**config.mk**
```make
export PLATFORM = sky130hd
export DESIGN_NAME = rsw_top
export DESIGN_NICKNAME = d
export VERILOG_FILES = /design/src/rsw_pkg.sv /design/src/rsw_top.sv /design/src/rsw_dog_timer.sv
export VERILOG_INCLUDE_DIRS = /design/src
export SDC_FILE = /design/constraint.sdc
export NUM_CORES = 1
export LEC_CHECK = 0
export ABC_AREA = 1
export BUFFER_PORTS_ARGS = -buffer_cell sky130_fd_sc_hd__buf_2
export CAP_MARGIN = 10
export CORE_MARGIN = 2
export CORE_UTILIZATION = 39
export CTS_CLUSTER_DIAMETER = 60
export DETAILED_ROUTE_END_ITERATION = 7
export PLACE_DENSITY = 0.61
export SKIP_CTS_REPAIR_TIMING = 1
export SLEW_MARGIN = 5
export SYNTH_ARGS = -nofsm -noshare
export SYNTH_HDL_FRONTEND = slang
export SYNTH_SLANG_ARGS = --single-unit
```
**constraint.sdc**
```tcl
create_clock -name clk_i -period 2.2 [get_ports clk_i]
set_clock_uncertainty 0.15 [all_clocks]
set_input_delay 0.11 -clock clk_i [delete_from_list [all_inputs] [get_ports clk_i]]
set_output_delay 0.11 -clock clk_i [all_outputs]
set_load 0.01 [all_outputs]
```
**src/rsw_cfg.svh**
```systemverilog
// Purpose: Constants for the reset source and watchdog reset block
// Assumes: 100 MHz clock, machine cycle of four clocks
// Notes:   Register addresses are local to this block's plain register port
`ifndef RSW_CFG_SVH
`define RSW_CFG_SVH

`define RSW_ADDR_WDCTL     4'h0
`define RSW_ADDR_XIE       4'h1
`define RSW_ADDR_SP        4'h2
`define RSW_ADDR_PORT0     4'h3
`define RSW_ADDR_PORT1     4'h4
`define RSW_ADDR_PORT2     4'h5
`define RSW_ADDR_PORT3     4'h6
`define RSW_ADDR_PC_LO     4'h7
`define RSW_ADDR_PC_HI     4'h8
`define RSW_ADDR_IRQ_STAT  4'h9
`define RSW_ADDR_IRQ_MASK  4'hA
`define RSW_ADDR_INTSEL    4'hB
`define RSW_ADDR_RAM_ADDR  4'hC
`define RSW_ADDR_RAM_DATA  4'hD

`define RSW_BIT_POR        6
`define RSW_BIT_TOF        3
`define RSW_BIT_DRF        2
`define RSW_BIT_DRE        1
`define RSW_BIT_XIE_WD     4

`define RSW_SP_RESET       8'h07
`define RSW_PORT_RESET     8'hFF
`define RSW_PC_RESET       16'h0000
`define RSW_ZERO8          8'h00

`define RSW_CLK_PER_MC     4
`define RSW_PHASE_SAMPLE   2'h3
`define RSW_DOG_DELAY      512
`define RSW_RST_HOLD_MC    2
`define RSW_IRQ_TIMEOUT    0
`define RSW_IRQ_DOGRST     1

`endif

```
**src/rsw_pkg.sv**
```systemverilog
// Purpose: Types for the reset source and watchdog reset block
// Assumes: Nothing beyond the constants header
// Notes:   Types only
package rsw_pkg;
   typedef enum logic [1:0] {
      RSW_RUN   = 2'b00,
      RSW_HOLD  = 2'b01,
      RSW_TRAIL = 2'b10
   } rsw_state_type;

   typedef struct packed {
      logic por;
      logic ext;
      logic dog;
   } rsw_src_type;

   typedef struct packed {
      logic [7:0] sp;
      logic [7:0] p0;
      logic [7:0] p1;
      logic [7:0] p2;
      logic [7:0] p3;
   } rsw_cpu_type;
endpackage

```
**src/rsw_top.sv**
```systemverilog
// Purpose: Reset source capture, reset hold and watchdog reset for the CPU core
// Assumes: Reset pin and power-on detect arrive asynchronously
// Notes:   resetn_i is the system reset; por_i marks a power-on event
// Function
// - Watchdog counter runs freely, interval selectable, software clear restarts it
// - Time-out sets the time-out interrupt flag, control bit 3
// - Enabled and uncleared, a watchdog reset follows 512 clocks after the flag
// - Watchdog reset is held two machine cycles, then fetch starts at zero
// - Program counter is forced to zero while any reset is applied
// - Reset leaves the on-chip data RAM untouched
// - Every reset loads the stack pointer with 07h
// - Reset clears registers, interrupt enables and timers disabled
// - Reset loads port latches with FFh
// - Power-on flag, control bit 6, set by power-on reset, by system reset or by a software write
// - Watchdog reset flag, bit 2, set by watchdog reset, cleared by power-on
// - Power-on and system reset clear watchdog reset enable, bit 1; pin and watchdog resets keep it
// - Time-out flag requests interrupt only when extra enable bit 4 is set
// - Time-out flag is writable by software to raise an interrupt; event status bits only clear
// - Reset pin sampled at the fourth clock phase; driver holds two machine cycles
// - A machine cycle is four clocks, eight clocks minimum pin width
// - Reset stays while pin high and for two machine cycles after the first low sample
//
// The register addresses and the plain strobed port are this design's own decisions.
`timescale 1ns/1ps
`include "rsw_cfg.svh"
module rsw_top #(
   parameter int RAM_DEPTH = 16,
   parameter int DOG_CNT_W = 26
) (
   input  wire logic        clk_i,
   input  wire logic        resetn_i,
   input  wire logic        rst_pin_i,
   input  wire logic        por_i,
   input  wire logic        pc_step_i,
   input  wire logic [3:0]  addr_i,
   input  wire logic [7:0]  wdata_i,
   input  wire logic        wr_i,
   input  wire logic        rd_i,
   output logic      [7:0]  rdata_o,
   output logic             cpu_rst_o,
   output logic      [15:0] pc_o,
   output logic      [7:0]  sp_o,
   output logic      [7:0]  port0_o,
   output logic      [7:0]  port1_o,
   output logic      [7:0]  port2_o,
   output logic      [7:0]  port3_o,
   output logic             dog_irq_o,
   output logic             irq_o
);
   localparam int HOLD_CLKS = `RSW_RST_HOLD_MC * `RSW_CLK_PER_MC;

   // Synchronisers for pin and power-on detect
   logic [1:0] pin_sync_reg;
   logic [1:0] por_sync_reg;
   logic       pin_s;
   logic       por_s;

   always_ff @(posedge clk_i) begin
      if (!resetn_i) begin
         pin_sync_reg <= 2'b00;
         por_sync_reg <= 2'b00;
      end else begin
         pin_sync_reg <= {pin_sync_reg[0], rst_pin_i};
         por_sync_reg <= {por_sync_reg[0], por_i};
      end
   end
   assign pin_s = pin_sync_reg[1];
   assign por_s = por_sync_reg[1];

   // Machine-cycle phase counter
   logic [1:0] phase_reg;
   always_ff @(posedge clk_i) begin
      if (!resetn_i) begin
         phase_reg <= 2'b00;
      end else begin
         phase_reg <= phase_reg + 2'b01;
      end
   end

   // Pin sampled at fourth phase; two consecutive high samples start reset, one high sample keeps it
   logic [1:0] pin_samp_reg;
   logic       ext_req;
   always_ff @(posedge clk_i) begin
      if (!resetn_i) begin
         pin_samp_reg <= 2'b00;
      end else if (phase_reg == `RSW_PHASE_SAMPLE) begin
         pin_samp_reg <= {pin_samp_reg[0], pin_s};
      end
   end
   assign ext_req = pin_samp_reg[0] && (pin_samp_reg[1] || cpu_rst_o);

   // Power-on edge
   logic por_prev_reg;
   logic por_evt;
   always_ff @(posedge clk_i) begin
      if (!resetn_i) begin
         por_prev_reg <= 1'b0;
      end else begin
         por_prev_reg <= por_s;
      end
   end
   assign por_evt = por_s && !por_prev_reg;

   // Control register fields
   logic       por_flag_reg;
   logic       tof_reg;
   logic       drf_reg;
   logic       dre_reg;
   logic [1:0] isel_reg;
   logic [4:0] xie_reg;
   logic [1:0] irq_stat_reg;
   logic [1:0] irq_mask_reg;

   logic wr_ctl;
   logic wr_xie;
   logic dog_clear;
   assign wr_ctl    = wr_i && (addr_i == `RSW_ADDR_WDCTL);
   assign wr_xie    = wr_i && (addr_i == `RSW_ADDR_XIE);
   // Writing bit 0 of the control register restarts the watchdog
   assign dog_clear = wr_ctl && wdata_i[0];

   // Reset sequencer
   rsw_pkg::rsw_state_type state_reg;
   logic [3:0]             hold_cnt_reg;
   logic [9:0]             dog_wait_reg;
   logic                   dog_armed_reg;
   logic                   dog_fire;
   logic                   tick;
   rsw_pkg::rsw_src_type   src;

   rsw_dog_timer #(
      .CNT_W (DOG_CNT_W)
   ) u_dog (
      .clk_i    (clk_i),
      .resetn_i (resetn_i),
      .hold_i   (cpu_rst_o),
      .clear_i  (dog_clear),
      .sel_i    (isel_reg),
      .tick_o   (tick)
   );

   // 512-clock grace count after the time-out flag
   always_ff @(posedge clk_i) begin
      if (!resetn_i) begin
         dog_armed_reg <= 1'b0;
         dog_wait_reg  <= '0;
      end else if (dog_clear || cpu_rst_o) begin
         dog_armed_reg <= 1'b0;
         dog_wait_reg  <= '0;
      end else if (tick && !dog_armed_reg) begin
         dog_armed_reg <= 1'b1;
         dog_wait_reg  <= '0;
      end else if (dog_armed_reg) begin
         dog_wait_reg <= dog_wait_reg + 10'd1;
      end
   end
   assign dog_fire = dog_armed_reg && dre_reg && (dog_wait_reg == 10'(`RSW_DOG_DELAY - 1));

   assign src.por = por_evt;
   assign src.ext = ext_req;
   assign src.dog = dog_fire;

   always_ff @(posedge clk_i) begin
      if (!resetn_i) begin
         state_reg    <= rsw_pkg::RSW_HOLD;
         hold_cnt_reg <= '0;
      end else begin
         unique case (state_reg)
            rsw_pkg::RSW_RUN: begin
               if (src.por || src.ext || src.dog) begin
                  state_reg    <= rsw_pkg::RSW_HOLD;
                  hold_cnt_reg <= '0;
               end
            end
            rsw_pkg::RSW_HOLD: begin
               if (src.por || src.ext) begin
                  hold_cnt_reg <= '0;
               end else if (hold_cnt_reg == 4'(HOLD_CLKS - 1)) begin
                  state_reg <= rsw_pkg::RSW_RUN;
               end else begin
                  hold_cnt_reg <= hold_cnt_reg + 4'd1;
               end
            end
            default: begin
               state_reg <= rsw_pkg::RSW_RUN;
            end
         endcase
      end
   end

   logic cpu_rst_next;
   assign cpu_rst_next = (state_reg != rsw_pkg::RSW_RUN) || src.por || src.ext || src.dog;

   always_ff @(posedge clk_i) begin
      if (!resetn_i) begin
         cpu_rst_o <= 1'b1;
      end else begin
         cpu_rst_o <= cpu_rst_next;
      end
   end

   // Program counter: cleared on the next reset level, so it is zero in every reset cycle
   always_ff @(posedge clk_i) begin
      if (!resetn_i || cpu_rst_next) begin
         pc_o <= `RSW_PC_RESET;
      end else if (pc_step_i) begin
         pc_o <= pc_o + 16'h0001;
      end
   end

   // CPU state registers with reset values
   rsw_pkg::rsw_cpu_type cpu_reg;

   always_ff @(posedge clk_i) begin
      if (!resetn_i || cpu_rst_o) begin
         cpu_reg.sp <= `RSW_SP_RESET;
         cpu_reg.p0 <= `RSW_PORT_RESET;
         cpu_reg.p1 <= `RSW_PORT_RESET;
         cpu_reg.p2 <= `RSW_PORT_RESET;
         cpu_reg.p3 <= `RSW_PORT_RESET;
      end else if (wr_i) begin
         unique case (addr_i)
            `RSW_ADDR_SP:    cpu_reg.sp <= wdata_i;
            `RSW_ADDR_PORT0: cpu_reg.p0 <= wdata_i;
            `RSW_ADDR_PORT1: cpu_reg.p1 <= wdata_i;
            `RSW_ADDR_PORT2: cpu_reg.p2 <= wdata_i;
            `RSW_ADDR_PORT3: cpu_reg.p3 <= wdata_i;
            default: ;
         endcase
      end
   end

   always_ff @(posedge clk_i) begin
      sp_o    <= cpu_reg.sp;
      port0_o <= cpu_reg.p0;
      port1_o <= cpu_reg.p1;
      port2_o <= cpu_reg.p2;
      port3_o <= cpu_reg.p3;
   end

   // Interrupt enable and interval select cleared by every reset
   always_ff @(posedge clk_i) begin
      if (!resetn_i || cpu_rst_o) begin
         xie_reg  <= 5'h00;
         isel_reg <= 2'b00;
      end else begin
         if (wr_xie) begin
            xie_reg <= wdata_i[4:0];
         end
         if (addr_i == `RSW_ADDR_INTSEL && wr_i) begin
            isel_reg <= wdata_i[1:0];
         end
      end
   end

   // Source flags: power-on has priority over a simultaneous watchdog reset
   always_ff @(posedge clk_i) begin
      if (!resetn_i) begin
         por_flag_reg <= 1'b1;
         drf_reg      <= 1'b0;
         dre_reg      <= 1'b0;
      end else if (src.por) begin
         por_flag_reg <= 1'b1;
         drf_reg      <= 1'b0;
         dre_reg      <= 1'b0;
      end else if (src.dog) begin
         drf_reg <= 1'b1;
      end else if (wr_ctl) begin
         por_flag_reg <= wdata_i[`RSW_BIT_POR];
         drf_reg      <= wdata_i[`RSW_BIT_DRF];
         dre_reg      <= wdata_i[`RSW_BIT_DRE];
      end
   end

   // Time-out flag: hardware set wins over software write
   always_ff @(posedge clk_i) begin
      if (!resetn_i || cpu_rst_o) begin
         tof_reg <= 1'b0;
      end else if (tick) begin
         tof_reg <= 1'b1;
      end else if (wr_ctl) begin
         tof_reg <= wdata_i[`RSW_BIT_TOF];
      end
   end

   always_ff @(posedge clk_i) begin
      if (!resetn_i) begin
         dog_irq_o <= 1'b0;
      end else begin
         dog_irq_o <= tof_reg && xie_reg[`RSW_BIT_XIE_WD];
      end
   end

   // Sticky event status, write one to clear
   logic [1:0] evt;
   assign evt = {src.dog, tick};
   always_ff @(posedge clk_i) begin
      if (!resetn_i) begin
         irq_stat_reg <= 2'b00;
         irq_mask_reg <= 2'b00;
      end else begin
         if (wr_i && addr_i == `RSW_ADDR_IRQ_STAT) begin
            irq_stat_reg <= (irq_stat_reg & ~wdata_i[1:0]) | evt;
         end else begin
            irq_stat_reg <= irq_stat_reg | evt;
         end
         if (wr_i && addr_i == `RSW_ADDR_IRQ_MASK) begin
            irq_mask_reg <= wdata_i[1:0];
         end
      end
   end

   always_ff @(posedge clk_i) begin
      if (!resetn_i) begin
         irq_o <= 1'b0;
      end else begin
         irq_o <= |(irq_stat_reg & irq_mask_reg);
      end
   end

   // Data RAM: no reset term, contents survive every reset
   logic [7:0] ram_mem [RAM_DEPTH];
   logic [$clog2(RAM_DEPTH)-1:0] ram_ptr_reg;
   always_ff @(posedge clk_i) begin
      if (!resetn_i) begin
         ram_ptr_reg <= '0;
      end else if (wr_i && addr_i == `RSW_ADDR_RAM_ADDR) begin
         ram_ptr_reg <= wdata_i[$clog2(RAM_DEPTH)-1:0];
      end
   end
   always_ff @(posedge clk_i) begin
      if (wr_i && addr_i == `RSW_ADDR_RAM_DATA) begin
         ram_mem[ram_ptr_reg] <= wdata_i;
      end
   end

   // Read port, data one cycle after strobe
   logic [7:0] rd_mux;
   always_comb begin
      unique case (addr_i)
         `RSW_ADDR_WDCTL:    rd_mux = {1'b0, por_flag_reg, 1'b0, 1'b0, tof_reg, drf_reg, dre_reg, 1'b0};
         `RSW_ADDR_XIE:      rd_mux = {3'b000, xie_reg};
         `RSW_ADDR_SP:       rd_mux = cpu_reg.sp;
         `RSW_ADDR_PORT0:    rd_mux = cpu_reg.p0;
         `RSW_ADDR_PORT1:    rd_mux = cpu_reg.p1;
         `RSW_ADDR_PORT2:    rd_mux = cpu_reg.p2;
         `RSW_ADDR_PORT3:    rd_mux = cpu_reg.p3;
         `RSW_ADDR_PC_LO:    rd_mux = pc_o[7:0];
         `RSW_ADDR_PC_HI:    rd_mux = pc_o[15:8];
         `RSW_ADDR_IRQ_STAT: rd_mux = {6'h00, irq_stat_reg};
         `RSW_ADDR_IRQ_MASK: rd_mux = {6'h00, irq_mask_reg};
         `RSW_ADDR_INTSEL:   rd_mux = {6'h00, isel_reg};
         `RSW_ADDR_RAM_ADDR: rd_mux = 8'(ram_ptr_reg);
         `RSW_ADDR_RAM_DATA: rd_mux = ram_mem[ram_ptr_reg];
         default:            rd_mux = `RSW_ZERO8;
      endcase
   end

   always_ff @(posedge clk_i) begin
      if (!resetn_i) begin
         rdata_o <= `RSW_ZERO8;
      end else if (rd_i) begin
         rdata_o <= rd_mux;
      end else begin
         rdata_o <= `RSW_ZERO8;
      end
   end
endmodule

```
**src/rsw_dog_timer.sv**
```systemverilog
// Purpose: Free running watchdog counter with selectable time-out
// Assumes: Clear pulse and interval select from the same clock domain
// Notes:   Time-out pulse occurs once per interval
`timescale 1ns/1ps
module rsw_dog_timer #(
   parameter int CNT_W = 26
) (
   input  wire logic       clk_i,
   input  wire logic       resetn_i,
   input  wire logic       hold_i,
   input  wire logic       clear_i,
   input  wire logic [1:0] sel_i,
   output logic            tick_o
);
   logic [CNT_W-1:0] count_reg;
   logic [CNT_W-1:0] count_next;
   logic [CNT_W-1:0] limit;

   always_comb begin
      unique case (sel_i)
         2'b00: limit = CNT_W'(17'h1_FFFF);
         2'b01: limit = CNT_W'(20'hF_FFFF);
         2'b10: limit = CNT_W'(23'h7F_FFFF);
         2'b11: limit = {CNT_W{1'b1}};
      endcase
   end

   always_comb begin
      count_next = count_reg + CNT_W'(1);
      if (clear_i || hold_i || count_reg >= limit) begin
         count_next = '0;
      end
   end

   always_ff @(posedge clk_i) begin
      if (!resetn_i) begin
         count_reg <= '0;
         tick_o    <= 1'b0;
      end else begin
         count_reg <= count_next;
         tick_o    <= !clear_i && !hold_i && (count_reg >= limit);
      end
   end
endmodule

```
After elaboration in Yosys (flattened, before gate mapping)
Memory sizes are Yosys's and may differ from the RTL's. A register that Yosys moved wholly into a read port is not among the register bits. Index checks and enable logic that the tools add are counted. Widths: inputs -> output; s select.

Add/subtract/negate cells: 5. Magnitude comparators: 1. Equal/unequal tests: 24. Mux-type cells: 19. Bitwise logic cells: 7. Reduce and logical (&&, ||, !) cells: 52.

Operators by type and width (number): $pmux 8 s14 (1); $pmux 26 s4 (1); $add 26x1->26 const B (1); $ge 26x26->1 (1); $eq 4x4->1 const B (6); $eq 4x3->1 const B (5); $mux 4 (5); $add 16x1->16 const B (1); $logic_and 1x1->1 (16); $reduce_and 2->1 (7); $add 10x1->10 const B (1); $eq 10x9->1 const B (1); $logic_or 1x1->1 (10); $eq 4x2->1 const B (2); $mux 2 (4); $pmux 4 s2 (1); $reduce_bool 2->1 (4); $reduce_or 2->1 (4); $eq 2x2->1 const B (3); $mux 1 (6); $ne 2x2->1 const B (3); $reduce_and 3->1 (2); $logic_not 1->1 (5); $add 4x1->4 const B (1); 12 further kinds (17).

Register bits: 179. RAM bits: 128. Bits of input ports: 19. Output and inout port bits: 67. Logic and storage cells: 144. Memories: 1.

Memories: ram_mem (depth 16, bits a word 8, rd ports 1, clocked after memory_dff 1, write ports 1, line rsw_top.sv:322) `logic [7:0] ram_mem [RAM_DEPTH];`.

Depth between registers and ports, before layout
Gate-level depths: netlist of the first run.

Depth in word-level cells: 6. Gate-level depth with buffers: 11.

Cells and area by module
From an unflattened synthesis of the first run, not the netlist that was laid out.

Cells, all modules: 1510. Area total of the unflattened synthesis: 12971.2 um^2.

Modules (own cells, without submodules): rsw_top (times used 1, cells each 1273, area an instance 11314.6 um^2); rsw_dog_timer (times used 1, cells each 237, area an instance 1656.6 um^2).

Worst setup path after synthesis of the first run
Ideal clock, no wire load.

Path type: register -> register. From: register isel_reg[0]. To: register u_dog.count_reg[6]. Arrival: 1.539 ns. Required time: 1.933 ns. Path slack: 0.394 ns. Cell stages (with the launch flop): 11. Path buffers: 1. Clock period less this slack: 1.806 ns. Cell sequence: dfxtp_1 nand2_1 ha_1 nand2_1 nor2_1 nand4_1 nor3_1 nand2_1 nand3_4 buf_6 nor2_1.

Cells in the longest elaborated chain, start to end: 5. Elaborated cells on any way between the ends: 8.

RTL lines: from (decl) (line rsw_top.sv:109) `logic [1:0] isel_reg;`; from (signal assigned) (line rsw_top.sv:251) `isel_reg <= wdata_i[1:0];`; $eq 2x2->1 (tied with other cells) (line rsw_dog_timer.sv:20) `unique case (sel_i)`; $pmux 26 s4 * (line rsw_dog_timer.sv:20); $ge 26x26->1 * (line rsw_dog_timer.sv:30) `if (clear_i || hold_i || count_reg >= limit) begin`; $logic_or 1x1->1 * (line rsw_dog_timer.sv:30); $reduce_or 2->1 (no source line) *; to (signal assigned) (line rsw_dog_timer.sv:40) `count_reg <= count_next;`; to (decl) (line rsw_dog_timer.sv:15) `logic [CNT_W-1:0] count_reg;`.

Mark *: on every way between the ends. The rest lies on a longest branch, timed or not. The select of a mux whose other input is x is not followed. A chain may end at the register's enable or synchronous reset.

Final worst setup path of the first run
From: register isel_reg[1]. To: register u_dog.count_reg[6].

Same word-level chain as after synthesis.

==> results.py, run 1 <==
metrics = {
    "run_status": {
        "outcome": "finished, violations left",
        "violations": "negative hold slack",
    },
    "synth": {
        "synth-seq-cells": 310,
        "synthCells": 1497,
        "syn_area_um2": 12820,
        "synth_cell_type_count": 32,
        "synth_area_leaders": "edfxtp_1 (30%), dfxtp_1 (28%), nand2_1 (13%)",
        "ys_warn_count": 0,
        "avgSynthCellArea_um2": 8.564,
        "synth_top_area_cell": "edfxtp_1",
        "yosysSeqAreaShare_pct": 58.40,
        "yosysTopAreaCellShare_pct": 29.98,
        "synth_nets": 1530,
    },
    "power": {
        "swShare_pct": 21.45,
        "finalPower_mw": 11.85,
        "power.density_nw_per_um2": 780.3,
        "p_clk_share_pct": 45.9,
        "total_switching_power_mw": 2.542,
        "seqPwrFrac_pct": 50.8,
        "p_comb_share_pct": 3.3,
        "peakVddDrop_mv": 0.5371,
        "p_int_mw": 9.309,
        "power_leakage_nw": 6.392,
    },
    "die": {
        "dieArea_um2": 34340,
        "initial_core_util_pct": 39.51,
        "num_io_pins": 86,
        "rows": 66,
        "coreArea_um2": 32450,
        "die_y_um": 185.3,
        "fp.dieW_um": 185.3,
    },
    "global_routing": {
        "antenna_found_initial": 1,
        "grt_max_degree": 65,
        "grt_pass1_wl_um": 50260,
        "gr-total-overflow": 0,
        "globalRouteTotalUtil_pct": 18.79,
        "grt_pass1_vias": 9477,
    },
    "setup_path": {
        "critPathLaunchType": "register",
        "crit_path_max_fanout": 13,
        "end_kind": "register",
        "r2r-start": "isel_reg[1]",
        "r2r_slack_ps": 160,
        "crit_start": "isel_reg[1]",
        "rr_worst_depth": 9,
        "crit_end": "u_dog.count_reg[6]",
        "r2r-end": "u_dog.count_reg[6]",
        "crit_type": "reg -> reg",
        "critPathArrivalTime_ps": 2270,
        "cp.required_ps": 2430,
    },
    "clocking": {
        "root_buffer": "clkbuf_16",
        "clock_sinks": 310,
        "cts_buffer_depth": 3,
        "cts_max_level": 2,
        "clkSlewWorstSetupHoldPaths_ps": 60,
        "cts_made_buffers": 34,
        "cts_tree": "done",
        "insertion_delay_ps": 510,
    },
    "finish": {
        "final_common_cell": "nand2_1",
        "final_cell_mix": "nand2_1 (441), inv_1 (195), dfxtp_1 (181)",
        "drive_above_1_share_pct": 12.32,
        "area.growth.synth_to_final_pct": 18.46,
        "fin_nets": 1663,
        "fin_cells": 2099,
        "largest_reg_flops": 128,
    },
    "route": {
        "first_iter_violations": 620,
        "num_vias": 10084,
        "vias_per_cell": 4.804,
        "routedWlPerCell_um": 15.39,
        "drt_pass1_iterations": 5,
        "drc": 0,
        "postRouteAntennaNets": 0,
        "wirelength_um": 32310,
    },
    "hold_path": {
        "worst_hold_path_type": "in -> reg",
    },
    "timing": {
        "post-route-min-period_ps": 2039,
        "rsz0062_at_grt": "no",
        "hold_slack_ps": -12.48,
        "hold_viol_final": 5,
        "fin_tns_setup_ps": 0,
        "fin_crit_sh_pct": 92.70,
        "tightestPinTransition_ps": 667.8,
        "final-setup-viol-count": 0,
        "drv_slew": 0,
        "fmax_ghz": 0.4903,
        "slew_headroom_pct": 55.32,
    },
    "run": {
        "cap_violations": 0,
    },
    "placement": {
        "numPortBuffers": 85,
        "gp_congestion": 0.8996,
        "hpwlAfterDp_um": 22390,
        "post-place-cells": 2020,
    },
}
final cells by class:
cell class | instances | area [um2]
Clock buffer | 47 | 959.7
Multi-Input combinational cell | 946 | 4412
Antenna cell | 1 | 2.502
Sequential cell | 310 | 7488
Timing Repair Buffer | 139 | 905.9
Tap cell | 442 | 553.0
Fill cell | 3140 | 17270
Inverter | 199 | 747.0
Clock inverter | 15 | 120.1
kinds of logic (layout without fill, tap and decap cells):
| family | count (synthesis) | count (layout) | synth area share (%) |
|---|---|---|---|
| other | 0 | 1 | 0 |
| and+or+nand+nor | 789 | 790 | 25.89 |
| xor gates and xnor gates | 31 | 31 | 2.118 |
| DFF | 310 | 310 | 58.40 |
| adders and majority gates | 14 | 14 | 1.366 |
| buffers and inverters | 242 | 400 | 7.446 |
| AOI/OAI and AO/OA | 111 | 111 | 4.782 |
worst min path at each step:
| stage | start | end | slack [ps] | cells past startpoint |
|---|---|---|---|---|
| 4_1_cts | por_i | por_sync_reg[0] | -370 | 3 |
| 3_3_place_gp | por_i | por_sync_reg[0] | 140 | 3 |
| 3_5_place_dp | por_i | por_sync_reg[0] | 140 | 3 |
| 2_1_floorplan | rst_pin_i | pin_sync_reg[0] | 60 | 2 |
| 5_1_grt | wr_i | cpu_reg[20] | 30 | 5 |
| 6_report | wr_i | cpu_reg[20] | -10 | 5 |
synthesized netlist by cell type:
master,instances
buf_4,2
inv_2,4
nand2_1,442
nand2_2,4
nand3_4,1
dfxtp_1,182
o21ai_2,1
buf_6,2
xor2_1,19
a21oi_1,56
nor2_2,3
inv_1,195
a21oi_4,1
nor2_1,139
or2_2,3
nor3_1,14
edfxtp_1,128
xnor2_1,12
o21ai_0,36
buf_2,19
nor3b_1,4
nand3_1,154
o211ai_1,16
buf_1,1
and3_1,1
nand4_1,15
o21a_1,1
nand4_2,1
clkbuf_1,19
ha_1,14
nand3b_1,4
nor2_4,4
critical path, cell delays in order, from the launching register on:
cell and delay [ps]:
dfxtp_1 370, nand2_1 120, ha_1 310, nand2_1 60, nor2_1 160, nand4_1 150, nor3_2 180, nand2_2 150
nand3_4 220, nor2_1 60
metrics by stage:
| stage | area [um2] | utilization (%) | setup slack (ps) |
|---|---|---|---|
| global route | 15190 | 46.80 | 7.188 |
| CTS | 15000 | 46.23 | 64.46 |
| floorplan | 12820 | - | 394.4 |
| finish | 15190 | 46.80 | 160.6 |
| global placement | 13920 | 42.90 | 59.43 |
| detailed placement | 13920 | 42.90 | 67.29 |
layer usage:
metal	vias to the layer above	part of all wire (%)	global-route usage, %
li1	5061	-	-
met1	4695	45	25.29
met2	275	46	31.12
met3	53	5.6	2.654
met4	0	2.9	6.190
met5	-	0	0
power by group through the flow:
stage	Sequential, mW	Combinational (mW)	Clock (mW)
2_1_floorplan	6.14	0.184	0
3_3_place_gp	6.14	0.367	0
3_5_place_dp	6.14	0.370	0
4_1_cts	6.02	0.372	5.54
5_1_grt	6.02	0.432	5.78
6_report	6.02	0.392	5.44
Note: power is estimated with default switching activity, not from simulation.
==> run 2: changes to the inputs <==
--- a/config.mk
+++ b/config.mk
@@ -11,8 +11,9 @@
 export CAP_MARGIN = 10
 export CORE_MARGIN = 2
 export CORE_UTILIZATION = 39
-export CTS_CLUSTER_DIAMETER = 60
+export CTS_CLUSTER_DIAMETER = 30
 export DETAILED_ROUTE_END_ITERATION = 7
+export GPL_TIMING_DRIVEN = 0
 export PLACE_DENSITY = 0.61
 export SKIP_CTS_REPAIR_TIMING = 1
 export SLEW_MARGIN = 5
==> run 2 against run 1 <==
Net effect: sequential cell count unchanged; setup slack got worse by 48 ps; highest routed layer is now met5; global-route usage is 0.76 points higher; register-to-register slack worse by 30 ps; utilization up 2.4 points; clock power grew 54%; the run still ends with negative hold slack left; die area is the same; critical path depth is 2 higher.
==> results.py, run 2 (synthesis gave the netlist of run 1 again) <==
metrics = {
    "run_status": {
        "outcome": "finished, violations left",
        "violations": "negative hold slack",
    },
    "timing": {
        "tightestPinTransition_ps": 786.1,
        "hold_slack_ps": -35.98,
        "hold_viol_final": 7,
        "final-setup-viol-count": 0,
        "post-route-min-period_ps": 2088,
        "drv_slew": 0,
        "slew_headroom_pct": 47.40,
        "fin_crit_sh_pct": 94.89,
        "fmax_ghz": 0.4790,
        "rsz0062_at_grt": "no",
        "fin_tns_setup_ps": 0,
    },
    "route": {
        "routedWlPerCell_um": 15.72,
        "vias_per_cell": 4.820,
        "wirelength_um": 33780,
        "num_vias": 10359,
        "drc": 0,
        "first_iter_violations": 816,
        "drt_pass1_iterations": 7,
        "postRouteAntennaNets": 0,
    },
    "global_routing": {
        "grt_pass1_vias": 9741,
        "grt_max_degree": 24,
        "grt_pass1_wl_um": 51940,
        "globalRouteTotalUtil_pct": 19.55,
        "antenna_found_initial": 2,
        "gr-total-overflow": 0,
    },
    "die": {
        "dieArea_um2": 34340,
        "rows": 66,
        "fp.dieW_um": 185.3,
        "initial_core_util_pct": 39.51,
        "die_y_um": 185.3,
        "num_io_pins": 86,
        "coreArea_um2": 32450,
    },
    "clocking": {
        "cts_made_buffers": 54,
        "clkSlewWorstSetupHoldPaths_ps": 60,
        "cts_max_level": 2,
        "root_buffer": "clkbuf_16",
        "clock_sinks": 310,
        "cts_tree": "done",
        "insertion_delay_ps": 560,
        "cts_buffer_depth": 3,
    },
    "setup_path": {
        "critPathLaunchType": "input pin",
        "cp.required_ps": 2500,
        "crit_path_max_fanout": 4,
        "crit_type": "in -> reg",
        "rr_worst_depth": 8,
        "end_kind": "register",
        "critPathArrivalTime_ps": 2390,
    },
    "power": {
        "peakVddDrop_mv": 0.7425,
        "power.density_nw_per_um2": 928.2,
        "finalPower_mw": 14.81,
        "power_leakage_nw": 6.718,
    },
    "finish": {
        "drive_above_1_share_pct": 14.07,
        "fin_nets": 1693,
        "final_cell_mix": "nand2_1 (440), inv_1 (195), dfxtp_1 (180)",
        "area.growth.synth_to_final_pct": 24.47,
        "final_common_cell": "nand2_1",
        "fin_cells": 2149,
        "largest_reg_flops": 128,
    },
    "hold_path": {
        "hold_depth": 5,
        "worst_hold_path_type": "in -> reg",
    },
    "placement": {
        "numPortBuffers": 83,
        "hpwlAfterDp_um": 23460,
        "gp_congestion": 0.9418,
        "post-place-cells": 2022,
    },
    "run": {
        "cap_violations": 0,
    },
}
==> run 2: path summary, 6_finish.rpt <==
| kind | start | endpoint | slack (ps) |
|---|---|---|---|
| max reg2reg | register | rdata_o[1] | 130 |
| max | addr_i[0] | rdata_o[1] | 110 |
| min reg2reg | cpu_reg[22] | port1_o[6] | 200 |
| min | wr_i | cpu_reg[23] | -40 |
==> run 2: cell type report <==
type                       instances  area [um2]
clock inverter                    41       442.9
inverter                         199       747.0
tap                              442       553.0
fill                            3064       16500
sequential                       310        7490
buffer                            43       215.2
antenna                            1       2.502
clock buffer                      61        1440
timing repair buffer             107       665.6
multi-input combinational        945        4402
==> run 2: through the flow <==
stage	cell area [um2]	util (%)	worst slack, ps
2_1_floorplan	12820	-	394.4
3_3_place_gp	13790	42.49	-366.7
3_5_place_dp	13790	42.49	-405.7
4_1_cts	15670	48.29	21.04
5_1_grt	15960	49.17	9.658
6_report	15960	49.17	112.4
==> run 2: worst max-delay path, cell delays in order <==
cell	delay (ps)
buf_2	120
dlygate4sd3_1	610
nand2_1	110
dlygate4sd3_1	590
nor2_1	230
nand2_1	90
nand2_1	70
nor2_1	40
nand2_1	60
nor2_1	70
a21oi_1	270
==> run 2: report_power, final <==
group | switching [mW] | total, mW | internal [mW]
logic | 0.291 | 0.401 | 0.110
registers | 0.0119 | 6.02 | 6.01
clock network | 3.01 | 8.39 | 5.38
==> run 2: per-layer routing <==
layer / global-route usage [%] / wire length, um / share of wire [%] / vias up
met1: 25.42 / 14880 / 44 / 4814
met2: 32.48 / 15670 / 46 / 320
met4: 6.730 / 1021 / 3.0 / 2
met3: 3.834 / 2197 / 6.5 / 71
li1: - / - / - / 5152
met5: 0 / 13 / 0.038 / -
